[src/pkg/cglcd_params.svh]
// register offsets, field positions, reset values and timing counts
`ifndef CGLCD_PARAMS_SVH
`define CGLCD_PARAMS_SVH

// io port addresses, ten bits
`define CGLCD_PORT_INDEX 10'h3d4
`define CGLCD_PORT_DATA 10'h3d5
`define CGLCD_PORT_MODE_A 10'h3d8
`define CGLCD_PORT_STATUS 10'h3da
`define CGLCD_PORT_MODE_B 10'h3de
// index/data pair group: 3d0..3d7
`define CGLCD_PAIR_BASE 7'h7a

// indexed registers
`define CGLCD_IDX_CFG 8'h07
`define CGLCD_IDX_PANEL_MODE 8'hcc
`define CGLCD_IDX_OVERLAY 8'hcd
`define CGLCD_IDX_CRT_LO 8'h01
`define CGLCD_IDX_CRT_HI 8'h09

// field positions
`define CGLCD_PM_DLY_LSB 3
`define CGLCD_PM_TALL 2
`define CGLCD_PM_STYLE1 1
`define CGLCD_PM_STYLE2 0
`define CGLCD_OV_EN 7
`define CGLCD_MA_BLINK 5
`define CGLCD_MA_GRAPHICS_RES_LOW_SEL 4
`define CGLCD_MA_VIDEO_ON_HINT 3
`define CGLCD_MA_GRAPHICS_MODE_SELECT 1
`define CGLCD_MA_TEXT_COLUMN_SELECT 0
`define CGLCD_MB_UNDRL 6
`define CGLCD_MB_PAGE 3
`define CGLCD_MB_GRAPHICS_RES_HIGH_SEL 0
`define CGLCD_CFG_CYC_LSB 5

// reset values
`define CGLCD_RST_REG 8'h00
// status reserved bits: d7..d4 = f, d2 = 1
`define CGLCD_STATUS_FILL 8'hf4
`define CGLCD_UNDEF_READ 8'hff

// timing: shortest sequencing step 7.5 ms = 7500 us at 50 MHz
`define CGLCD_STEP_US 7500
`define CGLCD_CLK_MHZ 50
`define CGLCD_STEP_CYCLES (`CGLCD_STEP_US * `CGLCD_CLK_MHZ)
// simulated retrace: line lengths in system clocks, frame lengths in lines
`define CGLCD_LINE_CYCLES 3200
`define CGLCD_HRET_CYCLES 400
`define CGLCD_FRAME_LINES 262
`define CGLCD_VRET_LINES 22
// load clock pulse widths in system clocks
`define CGLCD_LOAD_GENERIC 6
`define CGLCD_LOAD_STYLE1 10
`define CGLCD_LOAD_STYLE2 5

`endif

[src/pkg/cglcd_pkg.sv]
// types shared by the lcd mode control block
package cglcd_pkg;
    typedef enum logic [2:0] {
        CGLCD_TEXT40, CGLCD_TEXT80, CGLCD_G320, CGLCD_G640, CGLCD_G640X400
    } cglcd_mode_t;
    typedef enum logic [1:0] {
        CGLCD_MIX_MOD, CGLCD_MIX_OR, CGLCD_MIX_XOR, CGLCD_MIX_RSV
    } cglcd_mix_t;
    typedef enum logic [1:0] {
        CGLCD_CYC_FAST, CGLCD_CYC_NORMAL, CGLCD_CYC_SLOW, CGLCD_CYC_RSV
    } cglcd_cyc_t;
endpackage

[src/design/cglcd_mode_control.sv]
// lcd mode control: io decode, mode registers, overlay, memory strobes
`timescale 1ns/1ps
`include "cglcd_params.svh"

module cglcd_mode_control (
    input wire logic clk_sys,
    input wire logic reset_n,
    input wire logic [9:0] ioAddr,
    input wire logic aen,
    input wire logic ioRd_n,
    input wire logic ioWr_n,
    input wire logic [7:0] ioDataIn,
    output logic [7:0] ioDataOut,
    output logic ioDataOe,
    input wire logic powerStepReq,
    output logic powerStepDone,
    input wire logic [3:0] upperHalfData,
    input wire logic [3:0] lowerHalfData,
    output logic [3:0] upper_panel_data,
    output logic line_load_clock,
    output logic video_on_hint,
    output logic attrTopIsBlink,
    output logic underlineOn,
    output logic grayscaleOn,
    output logic display_page_select,
    output logic singleTextPage,
    output cglcd_pkg::cglcd_mode_t displayMode,
    output logic tall_panel_select,
    input wire logic memCycleReq,
    input wire logic memWordWide,
    output logic memCs_n,
    output logic memOe_n,
    output logic memCycleBusy
);

    // three-flop sampling of the pin-side io strobes
    logic [2:0] rdSync;
    logic [2:0] wrSync;
    always_ff @(posedge clk_sys) begin
        if (!reset_n) begin
            rdSync <= 3'h7;
            wrSync <= 3'h7;
        end else begin
            rdSync <= {rdSync[1:0], ioRd_n};
            wrSync <= {wrSync[1:0], ioWr_n};
        end
    end

    // a strobe counts only once stages two and three agree
    logic rdLevel;
    logic wrLevel;
    always_ff @(posedge clk_sys) begin
        if (!reset_n) begin
            rdLevel <= 1'b0;
            wrLevel <= 1'b0;
        end else begin
            if (rdSync[1] == rdSync[2]) begin
                rdLevel <= ~rdSync[2];
            end
            if (wrSync[1] == wrSync[2]) begin
                wrLevel <= ~wrSync[2];
            end
        end
    end

    // port decode: address and aen are held stable through the strobe
    wire selHit = !aen;
    wire [9:0] port = ioAddr[9:0];
    wire pairHit = selHit && (port[9:3] == `CGLCD_PAIR_BASE);
    wire idxHit = pairHit && !port[0];
    wire datHit = pairHit && port[0];
    wire modeAHit = selHit && (port == `CGLCD_PORT_MODE_A);
    wire statHit = selHit && (port == `CGLCD_PORT_STATUS);
    wire modeBHit = selHit && (port == `CGLCD_PORT_MODE_B);
    wire anyHit = pairHit || modeAHit || statHit || modeBHit;

    logic wrLevelQ;
    always_ff @(posedge clk_sys) begin
        if (!reset_n) begin
            wrLevelQ <= 1'b0;
        end else begin
            wrLevelQ <= wrLevel;
        end
    end
    // a write is taken once, at its rising level edge
    wire wrPulse = wrLevel && !wrLevelQ;

    logic [7:0] crtIndex;
    logic [7:0] modeA;
    logic [7:0] modeB;
    logic [7:0] panelMode;
    logic [7:0] overlay;
    logic [7:0] cfgReg;

    // writes: index, direct mode ports, indexed registers
    always_ff @(posedge clk_sys) begin
        if (!reset_n) begin
            crtIndex <= `CGLCD_RST_REG;
            modeA <= `CGLCD_RST_REG;
            modeB <= `CGLCD_RST_REG;
            panelMode <= `CGLCD_RST_REG;
            overlay <= `CGLCD_RST_REG;
            cfgReg <= `CGLCD_RST_REG;
        end else if (wrPulse) begin
            if (idxHit) begin
                crtIndex <= ioDataIn;
            end
            if (modeAHit) begin
                modeA <= ioDataIn;
            end
            if (modeBHit) begin
                modeB <= ioDataIn;
            end
            if (datHit) begin
                // indices other than 07, cc and cd fall through unstored
                unique case (crtIndex)
                    `CGLCD_IDX_PANEL_MODE: panelMode <= ioDataIn;
                    `CGLCD_IDX_OVERLAY: overlay <= ioDataIn;
                    `CGLCD_IDX_CFG: cfgReg <= ioDataIn;
                    default: ;
                endcase
            end
        end
    end

    // indexed read: unimplemented indices return all ones
    logic [7:0] idxRead;
    always_comb begin
        unique case (crtIndex)
            `CGLCD_IDX_PANEL_MODE: idxRead = panelMode;
            `CGLCD_IDX_OVERLAY: idxRead = overlay;
            `CGLCD_IDX_CFG: idxRead = cfgReg;
            default: idxRead = `CGLCD_UNDEF_READ;
        endcase
    end

    logic hRetrace;
    logic vRetrace;
    wire [7:0] statusVal = `CGLCD_STATUS_FILL
        | {4'h0, vRetrace, 2'h0, hRetrace};
    wire [7:0] readMux = idxHit ? crtIndex :
        datHit ? idxRead :
        modeAHit ? modeA :
        modeBHit ? modeB : statusVal;

    // read data is registered so the output comes from a flop
    always_ff @(posedge clk_sys) begin
        if (!reset_n) begin
            ioDataOut <= 8'h00;
            ioDataOe <= 1'b0;
        end else begin
            ioDataOut <= readMux;
            ioDataOe <= rdLevel && anyHit;
        end
    end

    // simulated retrace from free counters; no real crt timing behind it
    logic [11:0] pixCnt;
    logic [8:0] lineCnt;
    wire lineEnd = (pixCnt == 12'(`CGLCD_LINE_CYCLES - 1));
    wire frameEnd = (lineCnt == 9'(`CGLCD_FRAME_LINES - 1));
    always_ff @(posedge clk_sys) begin
        if (!reset_n) begin
            pixCnt <= 12'h000;
            lineCnt <= 9'h000;
        end else begin
            pixCnt <= lineEnd ? 12'h000 : pixCnt + 12'h001;
            if (lineEnd) begin
                lineCnt <= frameEnd ? 9'h000 : lineCnt + 9'h001;
            end
        end
    end
    always_ff @(posedge clk_sys) begin
        if (!reset_n) begin
            hRetrace <= 1'b0;
            vRetrace <= 1'b0;
        end else begin
            hRetrace <= pixCnt >= 12'(`CGLCD_LINE_CYCLES
                - `CGLCD_HRET_CYCLES);
            vRetrace <= lineCnt >= 9'(`CGLCD_FRAME_LINES
                - `CGLCD_VRET_LINES);
        end
    end

    // mode decode
    function automatic cglcd_pkg::cglcd_mode_t decodeMode(
        input logic [7:0] a,
        input logic [7:0] b
    );
        if (!a[`CGLCD_MA_GRAPHICS_MODE_SELECT]) begin
            decodeMode = a[`CGLCD_MA_TEXT_COLUMN_SELECT] ? cglcd_pkg::CGLCD_TEXT80
                : cglcd_pkg::CGLCD_TEXT40;
        end else if (!a[`CGLCD_MA_GRAPHICS_RES_LOW_SEL]) begin
            decodeMode = cglcd_pkg::CGLCD_G320;
        end else begin
            decodeMode = b[`CGLCD_MB_GRAPHICS_RES_HIGH_SEL] ? cglcd_pkg::CGLCD_G640X400
                : cglcd_pkg::CGLCD_G640;
        end
    endfunction
    wire cglcd_pkg::cglcd_mode_t next_displayMode =
        decodeMode(modeA, modeB);

    // mode outputs, all registered
    always_ff @(posedge clk_sys) begin
        if (!reset_n) begin
            displayMode <= cglcd_pkg::CGLCD_TEXT40;
            attrTopIsBlink <= 1'b0;
            video_on_hint <= 1'b0;
            underlineOn <= 1'b0;
            grayscaleOn <= 1'b1;
            display_page_select <= 1'b0;
            singleTextPage <= 1'b0;
            tall_panel_select <= 1'b0;
        end else begin
            displayMode <= next_displayMode;
            attrTopIsBlink <= modeA[`CGLCD_MA_BLINK];
            video_on_hint <= modeA[`CGLCD_MA_VIDEO_ON_HINT];
            underlineOn <= modeB[`CGLCD_MB_UNDRL];
            grayscaleOn <= !modeB[`CGLCD_MB_UNDRL];
            display_page_select <= modeB[`CGLCD_MB_PAGE];
            singleTextPage <= modeB[`CGLCD_MB_GRAPHICS_RES_HIGH_SEL];
            tall_panel_select <= panelMode[`CGLCD_PM_TALL];
        end
    end

    // overlay combine; reserved code passes upper data unchanged
    wire cglcd_pkg::cglcd_mix_t mixSel =
        cglcd_pkg::cglcd_mix_t'(overlay[1:0]);
    logic [3:0] mixed;
    always_comb begin
        unique case (mixSel)
            cglcd_pkg::CGLCD_MIX_MOD: mixed = upperHalfData & ~lowerHalfData;
            cglcd_pkg::CGLCD_MIX_OR: mixed = upperHalfData | lowerHalfData;
            cglcd_pkg::CGLCD_MIX_XOR: mixed = upperHalfData ^ lowerHalfData;
            cglcd_pkg::CGLCD_MIX_RSV: mixed = upperHalfData;
        endcase
    end
    wire inkOn = overlay[`CGLCD_OV_EN] && panelMode[`CGLCD_PM_TALL];
    always_ff @(posedge clk_sys) begin
        if (!reset_n) begin
            upper_panel_data <= 4'h0;
        end else begin
            upper_panel_data <= inkOn ? mixed : upperHalfData;
        end
    end

    // load clock: one pulse per simulated line, width set by style
    wire [3:0] loadWidth = panelMode[`CGLCD_PM_STYLE1] ?
        4'(`CGLCD_LOAD_STYLE1) : panelMode[`CGLCD_PM_STYLE2] ?
        4'(`CGLCD_LOAD_STYLE2) : 4'(`CGLCD_LOAD_GENERIC);
    always_ff @(posedge clk_sys) begin
        if (!reset_n) begin
            line_load_clock <= 1'b0;
        end else begin
            line_load_clock <= pixCnt < {8'h00, loadWidth};
        end
    end

    // power step delay: base step doubled per code, codes 6 and 7 start no step
    wire [2:0] dlySel = panelMode[`CGLCD_PM_DLY_LSB +: 3];
    logic [27:0] stepCnt;
    logic stepRun;
    wire [27:0] stepLen = 28'(`CGLCD_STEP_CYCLES) << dlySel;
    always_ff @(posedge clk_sys) begin
        if (!reset_n) begin
            stepCnt <= 28'h0000000;
            stepRun <= 1'b0;
            powerStepDone <= 1'b0;
        end else begin
            powerStepDone <= 1'b0;
            if (!stepRun && powerStepReq && !(dlySel[2] && dlySel[1])) begin
                stepRun <= 1'b1;
                stepCnt <= 28'h0000000;
            end else if (stepRun) begin
                stepCnt <= stepCnt + 28'h0000001;
                if (stepCnt == stepLen - 28'h0000001) begin
                    stepRun <= 1'b0;
                    powerStepDone <= 1'b1;
                end
            end
        end
    end

    // memory cycle counted once per clock: cs active, then cs inactive
    wire cglcd_pkg::cglcd_cyc_t cycType =
        cglcd_pkg::cglcd_cyc_t'(cfgReg[`CGLCD_CFG_CYC_LSB +: 2]);
    logic [2:0] csOn;
    logic [2:0] csOff;
    always_comb begin
        unique case (cycType)
            cglcd_pkg::CGLCD_CYC_FAST: begin
                csOn = 3'h2;
                csOff = 3'h1;
            end
            cglcd_pkg::CGLCD_CYC_NORMAL: begin
                csOn = 3'h2;
                csOff = 3'h2;
            end
            default: begin
                csOn = 3'h3;
                csOff = 3'h2;
            end
        endcase
    end
    // word cycles hold select two clocks longer
    wire [3:0] onHalf = {csOn + 3'(memWordWide), 1'b0};
    wire [3:0] totHalf = onHalf + {csOff, 1'b0};
    // oe goes low one clock after cs and rises with it
    wire [3:0] oeStart = 4'h1;
    logic [3:0] halfCnt;
    always_ff @(posedge clk_sys) begin
        if (!reset_n) begin
            halfCnt <= 4'h0;
            memCycleBusy <= 1'b0;
            memCs_n <= 1'b1;
            memOe_n <= 1'b1;
        end else begin
            if (!memCycleBusy) begin
                if (memCycleReq) begin
                    memCycleBusy <= 1'b1;
                    halfCnt <= 4'h0;
                    memCs_n <= 1'b0;
                end
            end else begin
                halfCnt <= halfCnt + 4'h1;
                memCs_n <= !(halfCnt + 4'h1 < onHalf);
                memOe_n <= !(halfCnt + 4'h1 >= oeStart
                    && halfCnt + 4'h1 < onHalf);
                if (halfCnt + 4'h1 == totHalf) begin
                    memCycleBusy <= 1'b0;
                    memCs_n <= 1'b1;
                    memOe_n <= 1'b1;
                end
            end
        end
    end

endmodule

[config.mk]
export PLATFORM = sky130hd
export DESIGN_NAME = cglcd_mode_control
export DESIGN_NICKNAME = d
export VERILOG_FILES = /design/src/pkg/cglcd_pkg.sv /design/src/design/cglcd_mode_control.sv
export VERILOG_INCLUDE_DIRS = /design/src /design/src/pkg
export SDC_FILE = /design/constraint.sdc
export NUM_CORES = 1
export LEC_CHECK = 0
export BUFFER_PORTS_ARGS = -buffer_cell sky130_fd_sc_hd__buf_4
export CAP_MARGIN = 20
export CORE_AREA = 2 2 117 119
export DETAILED_ROUTE_END_ITERATION = 10
export DIE_AREA = 0 0 119 121
export PLACE_DENSITY = 0.73
export SYNTH_ARGS = -nofsm -noshare
export SYNTH_HDL_FRONTEND = slang
export SYNTH_SLANG_ARGS = --single-unit
[constraint.sdc]
create_clock -name clk_sys -period 2.7 [get_ports clk_sys]
set_input_delay 0.27 -clock clk_sys [delete_from_list [all_inputs] [get_ports clk_sys]]
set_output_delay 0.27 -clock clk_sys [all_outputs]
set_load 0.02 [all_outputs]
## Yosys cells after proc, flatten, opt, wreduce, memory -nomap -nowiden

Index checks and enable logic that the tools add are counted.

| cells by class | value |
|---|---|
| eq/ne operators | 17 |
| shift operators | 1 |
| add/subtract/negate cells | 7 |
| reductions and logical operators | 37 |
| mux-type cells | 29 |
| bitwise logic cells | 8 |
| $lt $le $gt $ge | 5 |

Operators by type and width:

| cell | number |
|---|---|
| 8-bit 2-to-1 mux | 4 |
| 10-bit == test, second input constant | 3 |
| 28-bit by 1-bit adder with 28-bit output, second input constant | 1 |
| 28-bit == test | 1 |
| 19-bit by 3-bit << shifter with 28-bit output, first input constant | 1 |
| 28-bit by 1-bit subtractor with 28-bit output, second input constant | 1 |
| 8-bit case mux with 3 select lines | 1 |
| 8-bit == test, second input constant | 2 |
| 4-bit 2-to-1 mux | 4 |
| 4-bit case mux with 4 select lines | 1 |
| 1-bit logical AND | 13 |
| 1-bit 2-to-1 mux | 13 |
| 12-bit by 1-bit adder with 12-bit output, second input constant | 1 |
| 12-bit == test, second input constant | 1 |
| 12-bit greater-or-equal comparator, second input constant | 1 |
| 12-bit by 4-bit < comparator with 1-bit output | 1 |
| 9-bit by 1-bit adder with 9-bit output, second input constant | 1 |
| 9-bit == test, second input constant | 1 |
| 9-bit by 8-bit greater-or-equal comparator with 1-bit output, second input constant | 1 |
| 3-bit 2-to-1 mux | 3 |
| 9-bit 2-to-1 mux | 1 |
| 3-bit AND reduction | 3 |
| 8-bit by 3-bit == test with 1-bit output, second input constant | 1 |
| 1-bit logical NOT | 8 |
| 22 further kinds | 36 |

| storage, ports and cells | value |
|---|---|
| flip-flop bits (word level) | 141 |
| bits of input ports | 34 |
| word-level logic and storage cells | 138 |
| output and inout bits | 28 |

## Logic depth before layout (Yosys ltp)

Gate-level depths: netlist (run 1).

| depth | value |
|---|---|
| word-level depth | 8 |
| depth in mapped cells | 11 |
| gate-level depth less buffers | 10 |

## Worst setup path after synthesis (run 1)

Ideal clock, no wire load.

| timing path | value |
|---|---|
| kind | reg-to-reg |
| start | reg panelMode[3] |
| end | reg powerStepDone |
| buffers on the path | 1 |
| path slack | 197 ps |
| data arrival time | 2443 ps |
| cell stages (with the launch flop) | 12 |
| required time | 2640 ps |
| period minus slack after synthesis | 2503 ps |
| library setup time | 60 ps |
| path through | dfxtp_1 -> buf_2 -> clkinv_1 -> ha_1 -> nand2b_1 -> ha_1 -> xnor2_1 -> mux2i_1 -> a221o_1 -> nand4_1 -> nor3_1 -> and3_1 |

| on the way | value |
|---|---|
| cells in the longest elaborated chain, start to end | 4 |

Ends and longest elaborated chain:

| item | RTL line | RTL |
|---|---|---|
| from (decl) | cglcd_mode_control.sv:91 | `logic [7:0] panelMode;` |
| from (signal assigned) | cglcd_mode_control.sv:101 | `` panelMode <= `CGLCD_RST_REG; `` |
| from (signal assigned) | cglcd_mode_control.sv:117 | `` `CGLCD_IDX_PANEL_MODE: panelMode <= ioDataIn; `` |
| 19-bit by 3-bit << shifter with 28-bit output | cglcd_mode_control.sv:263 | `` wire [27:0] stepLen = 28'(`CGLCD_STEP_CYCLES) << dlySel; `` |
| 28-bit by 1-bit subtractor with 28-bit output | cglcd_mode_control.sv:276 | `if (stepCnt == stepLen - 28'h0000001) begin` |
| 28-bit == test | cglcd_mode_control.sv:276 |  |
| 1-bit 2-to-1 mux | cglcd_mode_control.sv:276 |  |
| to (signal assigned) | cglcd_mode_control.sv:268 | `powerStepDone <= 1'b0;` |
| to (signal assigned) | cglcd_mode_control.sv:270 | `powerStepDone <= 1'b0;` |
| to (signal assigned) | cglcd_mode_control.sv:278 | `powerStepDone <= 1'b1;` |
| to (decl) | cglcd_mode_control.sv:16 | `output logic powerStepDone,` |

Every way passes these cells.
A chain may end at the register's enable or synchronous reset.

## Worst setup path in the final report (run 1)

| timing path | value |
|---|---|
| start | reg panelMode[4] |
| end | reg powerStepDone |

| on the way | value |
|---|---|
| cells in the longest elaborated chain, start to end | 4 |
| elaborated cells between the ends (all ways) | 8 |
| classes of those cells | 1 x add/sub; 1 x eq/ne; 1 x shift; 1 x mux; 4 x reduce/logical |

Ends and longest elaborated chain:

| item | RTL line |
|---|---|
| 19-bit by 3-bit << shifter with 28-bit output / 1-bit logical AND (equally long branches) | cglcd_mode_control.sv:263, cglcd_mode_control.sv:271 |
| 28-bit by 1-bit subtractor with 28-bit output / 1-bit logical NOT (equally long branches) | cglcd_mode_control.sv:276, cglcd_mode_control.sv:271 |
| 28-bit == test / 1-bit logical AND (equally long branches) | cglcd_mode_control.sv:276, cglcd_mode_control.sv:271 |
| 1-bit 2-to-1 mux / 3-bit OR reduction (equally long branches) | -- |

Several ways; a longest one is shown, not always the timed one.

==> impl_results.md, run 1 <==
* Status: finished clean
* Number of synthesized flops with an enable pin at 0
* H-tree Lvls at 4
* DIE AREA at approximately 14,000 um2
* Post-Synthesis Cell Area at between 6000 and 7000 um2
* Sequential area share after synthesis at 0.405
* # rows at 42
* Final Setup Violations at 0
* Post_cts resized at 0
* DR iter-0 viols at roughly 370
* Total Nets Final at between 900 and 1,000
* Period utilization at 0.873
* Ys async rst share at 0
* Die Ht at roughly 120 um
* Mapped Avg Cell Area at 8.81 um2
* Pwr/cell area at between 500 and 600 nW/um2
* Setup CP Type: reg2reg
* Clk sink count at ~140
* FF+latch count, synth at 141
* Syn_nets at 856
* Critical path startpoint category: register
* Max IR drop VDD at between 0.4 and 0.5 mV
* Critical Path End Type: register
* Pwr Total at roughly 4.6 mW
* CP Data Required Time at just over 3000 ps
* Setup TNS Final at 0 ps
* GRT Resource Usage Total at 0.232
* Vias in the first global route at between 5,000 and 6,000
* Synth Flop Type: dfxtp_1
* Latest clock arrival within the worst-skew pair at roughly 420 ps
* Detailed placement HPWL at around 11 mm
* Die width at 119 um
* Fraction of layout cells with a size suffix above 1 at 0.143
* Final hold violations at 0
* Hold Path Class: in2reg
* Clock Path Buffers at 2
* Ys Warns at 0
* WHS Endpoint: rdSync[0]
* Vias per Instance at approximately 5.5
* Clock-pin transition on the worst setup and hold timing paths at about 60 ps
* Largest family of logic cells by synthesized area: simple AND/OR/NAND/NOR gates
* Worst R2R Start: panelMode[4]
* Vias at slightly below 6,000
* Largest net degree at the start of global routing at 44
* CTS Buf Count at 17
* Detailed-router iteration count before antenna repair at 5
* Most frequent cells in the layout: dfxtp_1 (141), nor2_1 (117), buf_4 (77)
* CTS tree: yes
* Final worst slack at roughly 340 ps
* Mux contribution to synthesized area at 0.0795
* Post-CTS Hold Buffers at 0
* R2R depth at 8
* Slew Limit Fails at 0
* Clock root cell: clkbuf_16
* Wire length per cell at approximately 15 um
* Skew final at approximately 8.9 ps
* Commonest non-fill, non-tap cell in the layout: dfxtp_1
* First-pass GRT wire length at roughly 27 mm
* Post-Synth XOR/XNOR Area at 0.0766
* Achievable frequency at about 420 MHz
* Yosys cell types at 68
* Worst Tran Pin Value at ~630 ps
* Hold Crit Depth at 2
* Arr. time, crit path at 2720 ps
* Min Tclk post-route at between 2000 and 2500 ps
* Synth-to-layout area growth at 17.9%
* Remaining antenna violation count at 0
* Worst Min Path Start: ioRd_n
* Crit Path Max Fanout at 9
* Number of antenna violations at the first check in global routing at 0
* Grt ovf at 0
* Pre-CTS setup slack at around 360 ps
* GP Congestion at about 0.85
* Routed WL at 16.0 mm
* Synth Area in Simple Gates at 0.224
* CORE AREA at about 13,000 um2
* N_diodes at 0
* Post-CTS setup buffers at 0
* Static Leak at 3.33 nW
* RSZ-0062 raised after global routing: no
* Synth Area in Adders at 0.0556
* Compound-cell area share of the yosys netlist at 0.120
* FILL cells at about 1,100
* Reg2reg setup slack at ~340 ps
* FF-to-FF End: powerStepDone
* Post-Synthesis Cells at a little under 800
* Initial Util at 0.533
* I/O pins at 62
* Slew margin rel. at 0.572
* # DRC at 0
* IO Port Bufs at slightly above 60
* Number of max-cap violations at 0
power by group:
| group | leakage (nW) | total, mW | switching [mW] | internal [mW] |
|---|---|---|---|---|
| Sequential | 1.14 | 2.12 | 0.0191 | 2.10 |
| Clock | 0.287 | 2.30 | 0.912 | 1.39 |
| Combinational | 1.90 | 0.214 | 0.123 | 0.0915 |
| Total | 3.33 | 4.64 | 1.05 | 3.58 |
stage by stage:
step | hold slack [ps] | cell area, um2 | util | cells
CTS | 21.8 | 8220 | 0.628 | 1041
global placement | 396 | 7630 | 0.583 | 1009
finish | 38.6 | 8220 | 0.628 | 1041
floorplan | 371 | 6970 | - | 791
detailed placement | 396 | 7630 | 0.583 | 1009
global route | 32.0 | 8220 | 0.628 | 1041
metal layers:
metal,share of wire,GRT usage,up-vias
met1,0.47,0.301,2764
met5,0,0,-
met3,0.047,0.0493,16
met2,0.47,0.383,120
met4,0.012,0.0804,0
li1,-,-,2873
registers in the layout, summed over array words and instances, names as in the netlist, 3 cells and up:
register          cells
displayMode           3
lineCnt               9
stepCnt              28
upper_panel_data      4
wrSync                3
rdSync                3
modeA                 8
ioDataOut             8
modeB                 8
panelMode             8
overlay               8
halfCnt               4
cfgReg                8
crtIndex              8
pixCnt               12
area by class of cell:
type                       instances  area, um2  area share
multi-input combinational        582       3870       0.471
sequential                       141       2820       0.343
timing repair buffer              78        598      0.0728
clock buffer                      19        443      0.0539
tap                              176        220      0.0268
clock inverter                    13        140      0.0171
inverter                          32        120      0.0146
critical path: stages (launching register included):
cell and delay, ps:
dfxtp_1 450, inv_1 100, ha_1 210, buf_4 160, a2111o_1 400, a2111oi_0 430, nand3_1 130, nor3_1 230
and3_1 200
how the worst max path moves through the flow:
stage	from	to	cells after the start
final	panelMode[4]	powerStepDone	8
after global routing	panelMode[4]	powerStepDone	10
after CTS	panelMode[4]	powerStepDone	10
after detailed placement	panelMode[4]	stepRun	10
after global placement	panelMode[4]	powerStepDone	8
after floorplan	panelMode[3]	powerStepDone	11
cells by family after synthesis:
family	after synthesis
muxes	55
adders and majority gates	31
buffers and inverters	68
xor gates and xnor gates	61
AOI/OAI and AO/OA	127
DFF	141
and+or+nand+nor	308
synthesized netlist by cell type, types with 4 or more instances:
| master | number | area [um2] |
|---|---|---|
| nand4_1 | 8 | 50.1 |
| ha_1 | 31 | 388 |
| o21ai_0 | 27 | 135 |
| a211oi_1 | 4 | 30.0 |
| nor3b_1 | 4 | 30.0 |
| clkbuf_1 | 20 | 75.1 |
| and3_1 | 8 | 50.1 |
| inv_1 | 30 | 113 |
| and2_1 | 9 | 56.3 |
| dfxtp_1 | 141 | 2820 |
| nor2b_1 | 9 | 56.3 |
| or3_1 | 7 | 43.8 |
| xnor2_1 | 25 | 219 |
| and4_1 | 5 | 43.8 |
| o32ai_1 | 5 | 43.8 |
| nand2_1 | 54 | 203 |
| o221ai_1 | 7 | 61.3 |
| buf_2 | 12 | 60.1 |
| xor2_1 | 36 | 315 |
| nand3_1 | 34 | 170 |
| nand4b_1 | 6 | 52.6 |
| nor3_1 | 12 | 60.1 |
| a2111oi_0 | 4 | 35.0 |
| nor2_1 | 117 | 439 |
| a32oi_1 | 6 | 52.6 |
| o22ai_1 | 9 | 56.3 |
| mux2i_1 | 52 | 521 |
| a21oi_1 | 34 | 170 |
| nand2b_1 | 20 | 125 |
Note: power is estimated with default switching activity, not from simulation.
==> run 2, diff against run 1 <==
--- a/config.mk
+++ b/config.mk
@@ -11,7 +11,7 @@
 export CORE_AREA = 2 2 117 119
 export DETAILED_ROUTE_END_ITERATION = 10
 export DIE_AREA = 0 0 119 121
-export PLACE_DENSITY = 0.73
+export PLACE_DENSITY_LB_ADDON = 0.15
 export SYNTH_ARGS = -nofsm -noshare
 export SYNTH_HDL_FRONTEND = slang
 export SYNTH_SLANG_ARGS = --single-unit
==> run 2 against run 1 <==
- fmax fell by 6.1%
- total power is 1.7% higher
- first-iteration DRC count decreased by 14%
- clock skew shrank 4.2 ps
- die area unchanged
- sequential power about the same
- non-clock buffer count shrank 1
- highest routed layer unchanged
==> impl_results.md, run 2 (same netlist as run 1, synthesis figures left out) <==
* Worst Tran Pin Value at 656 ps (+30.2 ps)
* Number of max-cap violations at 0 (unchanged)
* Crit. Startpoint: panelMode[4]
* Die width at 119 um (unchanged)
* Detailed-router iteration count before antenna repair at 5 (unchanged)
* Remaining antenna violation count at 0 (unchanged)
* Worst R2R Start: panelMode[4]
* CP Data Required Time at 3060 ps (about the same)
* Largest register FFs at 28 (unchanged)
* Vias in the first global route at 5,605 (-0.018%)
* Pre-CTS setup slack at 278 ps (-78.3 ps)
* Final instance area at 8210 um2 (about the same)
* Final Setup Violations at 0 (unchanged)
* Critical path startpoint category: register
* Clk sink count at 141 (unchanged)
* Most frequent cells in the layout: dfxtp_1 (141), nor2_1 (117), buf_4 (77)
* Top reg by flops: stepCnt
* First-pass GRT wire length at 26.9 mm (about the same)
* Worst Min Path Start: ioWr_n
* CTS Buf Count at 17 (unchanged)
* Vias at 5,806 (+0.57%)
* Arr. time, crit path at 2870 ps (+150 ps)
* Static Leak at 3.32 nW (-0.24%)
* Slowest stage delay, CP at 380 ps (-70 ps)
* Total Nets Final at 916 (-0.11%)
* N_diodes at 0 (unchanged)
* Clock Path Buffers at 2 (unchanged)
* GRT Resource Usage Total at 0.232 (about the same)
* Final worst slack at 189 ps (-153 ps)
* Grt ovf at 0 (unchanged)
* Hold Crit Depth at 2 (unchanged)
* Period utilization at 0.930 (+0.0566)
* Switch Pwr at 1.03 mW (-2.4%)
* Post_cts resized at 0 (unchanged)
* FF-to-FF End: powerStepDone
* DR iter-0 viols at 319 (-14%)
* # rows at 42 (unchanged)
* Top flop regs: stepCnt x28, pixCnt x12, lineCnt x9
* Sw Ratio at 0.218 (-0.00912)
* CP max stage cell: xnor2_1
* FILL cells at 1,108 (-1.3%)
* Reg power frac at 0.451 (-0.007)
* CORE AREA at 13,100 um2 (unchanged)
* R2R depth at 10 (+2)
* Vias per Instance at 5.59 (+0.77%)
* Skew final at 4.69 ps (-4.17 ps)
* CTS tree: yes
* Routed WL at 16.1 mm (+0.25%)
* Fraction of layout cells with a size suffix above 1 at 0.141 (-0.00199)
* Largest net degree at the start of global routing at 59 (+34%)
* Status: finished clean
* Hold Path Class: in2reg
* Detailed placement HPWL at 11.3 mm (-0.64%)
* Slew Limit Fails at 0 (unchanged)
* Combinational share of power at 0.045 (about the same)
* Commonest non-fill, non-tap cell in the layout: dfxtp_1
* Reg2reg setup slack at 190 ps (-150 ps)
* Area post-placement at 7610 um2 (-0.26%)
* Setup TNS Final at 0 ps (unchanged)
* Crit Path Max Fanout at 6 (-3)
* Wire length per cell at 15.5 um (+0.44%)
* Met3 Track Usage GR at 0.0508 (+0.00141)
* Pwr/cell area at 574 nW/um2 (+1.7%)
* Post-CTS Hold Buffers at 0 (unchanged)
* Crit-path cells: inv_1 -> ha_1 -> nand2b_1 -> ha_1 -> xnor2_1 -> mux2i_1 -> a221o_1 -> nand4_1 -> nor3_1 -> and3_1
* GP Congestion at 0.869 (+2.1%)
* Cell Int Power at 3.69 mW (+2.9%)
* Critical Path End Type: register
* Latest clock arrival within the worst-skew pair at 420 ps (about the same)
* Crit path top cell by count: ha_1
* IO Port Bufs at 61 (unchanged)
* GRT Max-Usage Layer: met2
* Setup CP Type: reg2reg
* Min Tclk post-route at 2510 ps (+153 ps)
* Clock root cell: clkbuf_16
* Initial Util at 0.533 (unchanged)
* Synth-to-layout area growth at 17.8% (about the same)
* Clock-pin transition on the worst setup and hold timing paths at 60 ps (about the same)
* Slew margin rel. at 0.561 (-0.0113)
* # DRC at 0 (unchanged)
* Achievable frequency at 398 MHz (-6.1%)
* Die Ht at 121 um (unchanged)
* Met2 usage at 0.375 (-0.00790)
* Critical Path End: powerStepDone
* Final hold violations at 0 (unchanged)
* Post-CTS setup buffers at 0 (unchanged)
* H-tree Lvls at 4 (unchanged)
* I/O pins at 62 (unchanged)
* Max IR drop VDD at 0.404 mV (-5.0%)
* Number of antenna violations at the first check in global routing at 0 (unchanged)
* Clock Power Share at 0.504 (+0.008)
* Met1 Track Usage GR at 0.298 (-0.00292)
* RSZ-0062 raised after global routing: no
* DIE AREA at 14,400 um2 (unchanged)
-- run 2: changes by cell type in the layout (fill, tap and decap cells not counted), sizes merged --
cell,change
clkinv,-4
clkinvlp,+2
buf,-1
bufinv,+1
clkbuf,+1
inv,-1
-- run 2: power by group through the flow --
stage	combinational, mW	sequential (mW)	clock [mW]
floorplan	0.103	2.18	0
global route	0.235	2.13	2.51
finish	0.213	2.12	2.38
detailed placement	0.214	2.17	0
CTS	0.215	2.12	2.41
global placement	0.205	2.17	0
-- run 2: area by class of cell --
cell class / count / area [um2] / share of cell area
Tap cell: 176 / 220 / 0.0268
Timing Repair Buffer: 77 / 578 / 0.0704
Clock buffer: 20 / 457 / 0.0556
Inverter: 32 / 120 / 0.0146
Clock inverter: 11 / 141 / 0.0172
Sequential cell: 141 / 2820 / 0.344
Multi-Input combinational cell: 582 / 3870 / 0.472
-- run 2: worst min path at each step --
stage / end / slack [ps]
2_1_floorplan: rdSync[0] / 370
3_3_place_gp: rdSync[1] / 390
3_5_place_dp: rdSync[1] / 410
4_1_cts: wrSync[0] / 20
5_1_grt: wrSync[0] / 20
6_report: wrSync[0] / 30
-- run 2: critical path, delay by kind of cell, from the launching register on --
family | cells | cell delay (ps)
AND/OR/NAND/NOR | 4 | 680
adder cells (fa/ha/maj) | 2 | 500
XOR/XNOR | 1 | 380
flip-flops | 1 | 310
multiplexers | 1 | 250
AO/OA/AOI/OAI | 1 | 180
buffers and inverters | 1 | 150
-- run 2: through the flow --
stage | total power [mW] | hold WS [ps] | util | cells
final | 4.71 | 34.8 | 0.628 | 1039
after global routing | 4.88 | 22.3 | 0.628 | 1039
after CTS | 4.75 | 21.3 | 0.628 | 1039
after detailed placement | 2.38 | 406 | 0.582 | 1008
after global placement | 2.37 | 389 | 0.582 | 1008
after floorplan | 2.28 | 371 | - | 791
-- run 2: per-layer routing --
metal  part of all wire  up-vias
li1                   -     2873
met1               0.45     2756
met2               0.48      143
met3              0.044       34
met4              0.026        0
met5                  0        -
==> run 3, diff against run 2 <==
--- a/config.mk
+++ b/config.mk
@@ -11,6 +11,7 @@
 export CORE_AREA = 2 2 117 119
 export DETAILED_ROUTE_END_ITERATION = 10
 export DIE_AREA = 0 0 119 121
+export GPL_TIMING_DRIVEN = 0
 export PLACE_DENSITY_LB_ADDON = 0.15
 export SYNTH_ARGS = -nofsm -noshare
 export SYNTH_HDL_FRONTEND = slang
==> run 3 against run 2 <==
- via count is 2.8% higher
- flip-flop and latch count is the same
- sequential share of layout area is 0.19 points lower
- design area up 0.55%
- global-route usage increased by 1.3 points
- clock skew up 5.1 ps
==> impl_results.md, run 3 (same netlist as run 1, synthesis figures left out) <==
* Number of max-cap violations at 0 (unchanged)
* Top reg by flops: stepCnt
* Most frequent cells in the layout: dfxtp_1 (141), nor2_1 (117), buf_4 (63)
* CTS tree: yes
* Slew Limit Fails at 0 (unchanged)
* Number of antenna violations at the first check in global routing at 0 (unchanged)
* Remaining antenna violation count at 0 (unchanged)
* Clk sink count at 141 (unchanged)
* First-pass GRT wire length at 28.0 mm (+4.2%)
* CP Data Required Time at 3060 ps (about the same)
* Post-CTS Hold Buffers at 0 (unchanged)
* Slew margin rel. at 0.504 (-0.0571)
* Highest Signal Layer: met4
* Die Ht at 121 um (unchanged)
* Wl on met1 at 7.52 mm (+3.3%)
* Top flop regs: stepCnt x28, pixCnt x12, lineCnt x9
* Setup CP Type: reg2reg
* Status: finished clean
* Total Nets Final at 936 (+2.2%)
* Fraction of layout cells with a size suffix above 1 at 0.146 (+0.00473)
* Crit-path cells: buf_4 -> clkinv_4 -> ha_4 -> buf_2 -> nand2b_1 -> and3_1 -> a2111oi_0 -> nand3_1 -> nor3_2 -> and3_1
* GRT Resource Usage Total at 0.245 (+0.0128)
* Clock Path Buffers at 2 (unchanged)
* Static Leak at 3.33 nW (+0.25%)
* DIE AREA at 14,400 um2 (unchanged)
* Pwr/cell area at 553 nW/um2 (-3.6%)
* Sw Ratio at 0.228 (+0.0100)
* Vias in the first global route at 5,762 (+2.8%)
* Final hold violations at 0 (unchanged)
* Worst hold slack at 29.1 ps (-5.69 ps)
* # rows at 42 (unchanged)
* Critical path startpoint category: register
* # DRC at 0 (unchanged)
* I/O pins at 62 (unchanged)
* CTS Buf Count at 17 (unchanged)
* Reg power frac at 0.464 (+0.013)
* Latest clock arrival within the worst-skew pair at 430 ps (about the same)
* Commonest non-fill, non-tap cell in the layout: dfxtp_1
* Routed wl met3 at 846 um (+19%)
* CORE AREA at 13,100 um2 (unchanged)
* GP Congestion at 0.869 (about the same)
* Arr. time, crit path at 2890 ps (+20 ps)
* Vias per Instance at 5.64 (+0.88%)
* Clock Power Share at 0.486 (-0.018)
* Crit path top cell by count: and3_1
* Min Tclk post-route at 2530 ps (+17.5 ps)
* Achievable frequency at 395 MHz (-0.69%)
* N_diodes at 0 (unchanged)
* Critical Path End Type: register
* Die width at 119 um (unchanged)
* DR iter-0 viols at 454 (+42%)
* Final Setup Violations at 0 (unchanged)
* Wire length per cell at 16.1 um (+4.3%)
* Slowest stage delay, CP at 410 ps (+30 ps)
* IO Port Bufs at 59 (-3.3%)
* Max IR drop VDD at 0.410 mV (+1.6%)
* Crit Path Max Fanout at 11 (+5)
* CP max stage cell: dfxtp_1
* Clock-pin transition on the worst setup and hold timing paths at 60 ps (about the same)
* Detailed placement HPWL at 12.5 mm (+10%)
* Detailed-router iteration count before antenna repair at 5 (unchanged)
* Clock root cell: clkbuf_16
* Synth-to-layout area growth at 18.5%
* Fin util at 0.631 (+0.00344)
* Period utilization at 0.937 (+0.00648)
* Cell Int Power at 3.53 mW (-4.4%)
* H-tree Lvls at 4 (unchanged)
* Combinational share of power at 0.050 (+0.005)
* Hold Path Class: in2reg
* Skew final at 9.75 ps (+5.06 ps)
* Switch Pwr at 1.04 mW (+1.3%)
* Largest net degree at the start of global routing at 17 (-71%)
* Worst Tran Pin Value at 740 ps (+83.5 ps)
* Routed WL at 17.1 mm (+6.3%)
* Largest register FFs at 28 (unchanged)
* Initial Util at 0.533 (unchanged)
* WL met2 at 8.45 mm (+10%)
* Grt ovf at 0 (unchanged)
* Vias at 5,970 (+2.8%)
==> run 3: cell types whose count changed in the layout (fill, tap and decap cells not counted), sizes merged <==
| cell | delta |
|---|---|
| bufinv | -2 |
| clkbuf | +21 |
| clkinv | +1 |
==> run 3: cell type report <==
type,instances,area (um2)
Fill cell,1135,4830
Multi-Input combinational cell,582,3910
Sequential cell,141,2820
Clock buffer,21,470
Timing Repair Buffer,61,458
Tap cell,176,220
Buffer,36,159
Inverter,32,125
Clock inverter,10,90.1
==> run 3: critical path: cells and delay by family, from the launching register on <==
| kind | cells | cell delay [ps] |
|---|---|---|
| fa+ha+maj | 1 | 280 |
| simple gates | 5 | 940 |
| flops | 1 | 410 |
| buf+inv | 3 | 560 |
| compound gates | 1 | 280 |
==> run 3: final timing paths <==
path,startpoint,end,slack [ps],cells past startpoint
setup / recovery,panelMode[3],powerStepDone,170,10
hold / removal,ioWr_n,wrSync[0],30,2
setup reg to reg,panelMode[3],powerStepDone,170,10
hold reg to reg,rdSync[0],rdSync[1],410,1
==> run 3: power groups by stage <==
stage | Combinational (mW) | Sequential [mW] | Clock (mW)
after global routing | 0.253 | 2.12 | 2.34
final | 0.229 | 2.12 | 2.22
after CTS | 0.230 | 2.12 | 2.25
after detailed placement | 0.230 | 2.16 | 0
after floorplan | 0.103 | 2.18 | 0
after global placement | 0.221 | 2.16 | 0
==> run 3: metrics by stage <==
stage               total power, mW  TNS [ps]  cells  cell area (um2)  setup slack (ps)
finish                         4.57         0   1059             8260               171
floorplan                      2.28         0    791             6970               197
CTS                            4.60         0   1057             8230              26.3
global placement               2.38      -712   1026             7630              -384
detailed placement             2.39      -884   1026             7630              -466
global route                   4.71     -26.9   1059             8260             -26.9
==> run 3: what timing repair did <==
action,4_1_cts,5_1_grt
pin swaps,0,1
setup endpoints to repair,2,2
buffers inserted,0,2
resized for setup,8,6
==> run 3: per-layer routing <==
layer,vias up,GRT usage
met1,2859,0.308
li1,2917,-
met4,0,0.0893
met3,32,0.0573
met2,162,0.409
met5,-,0
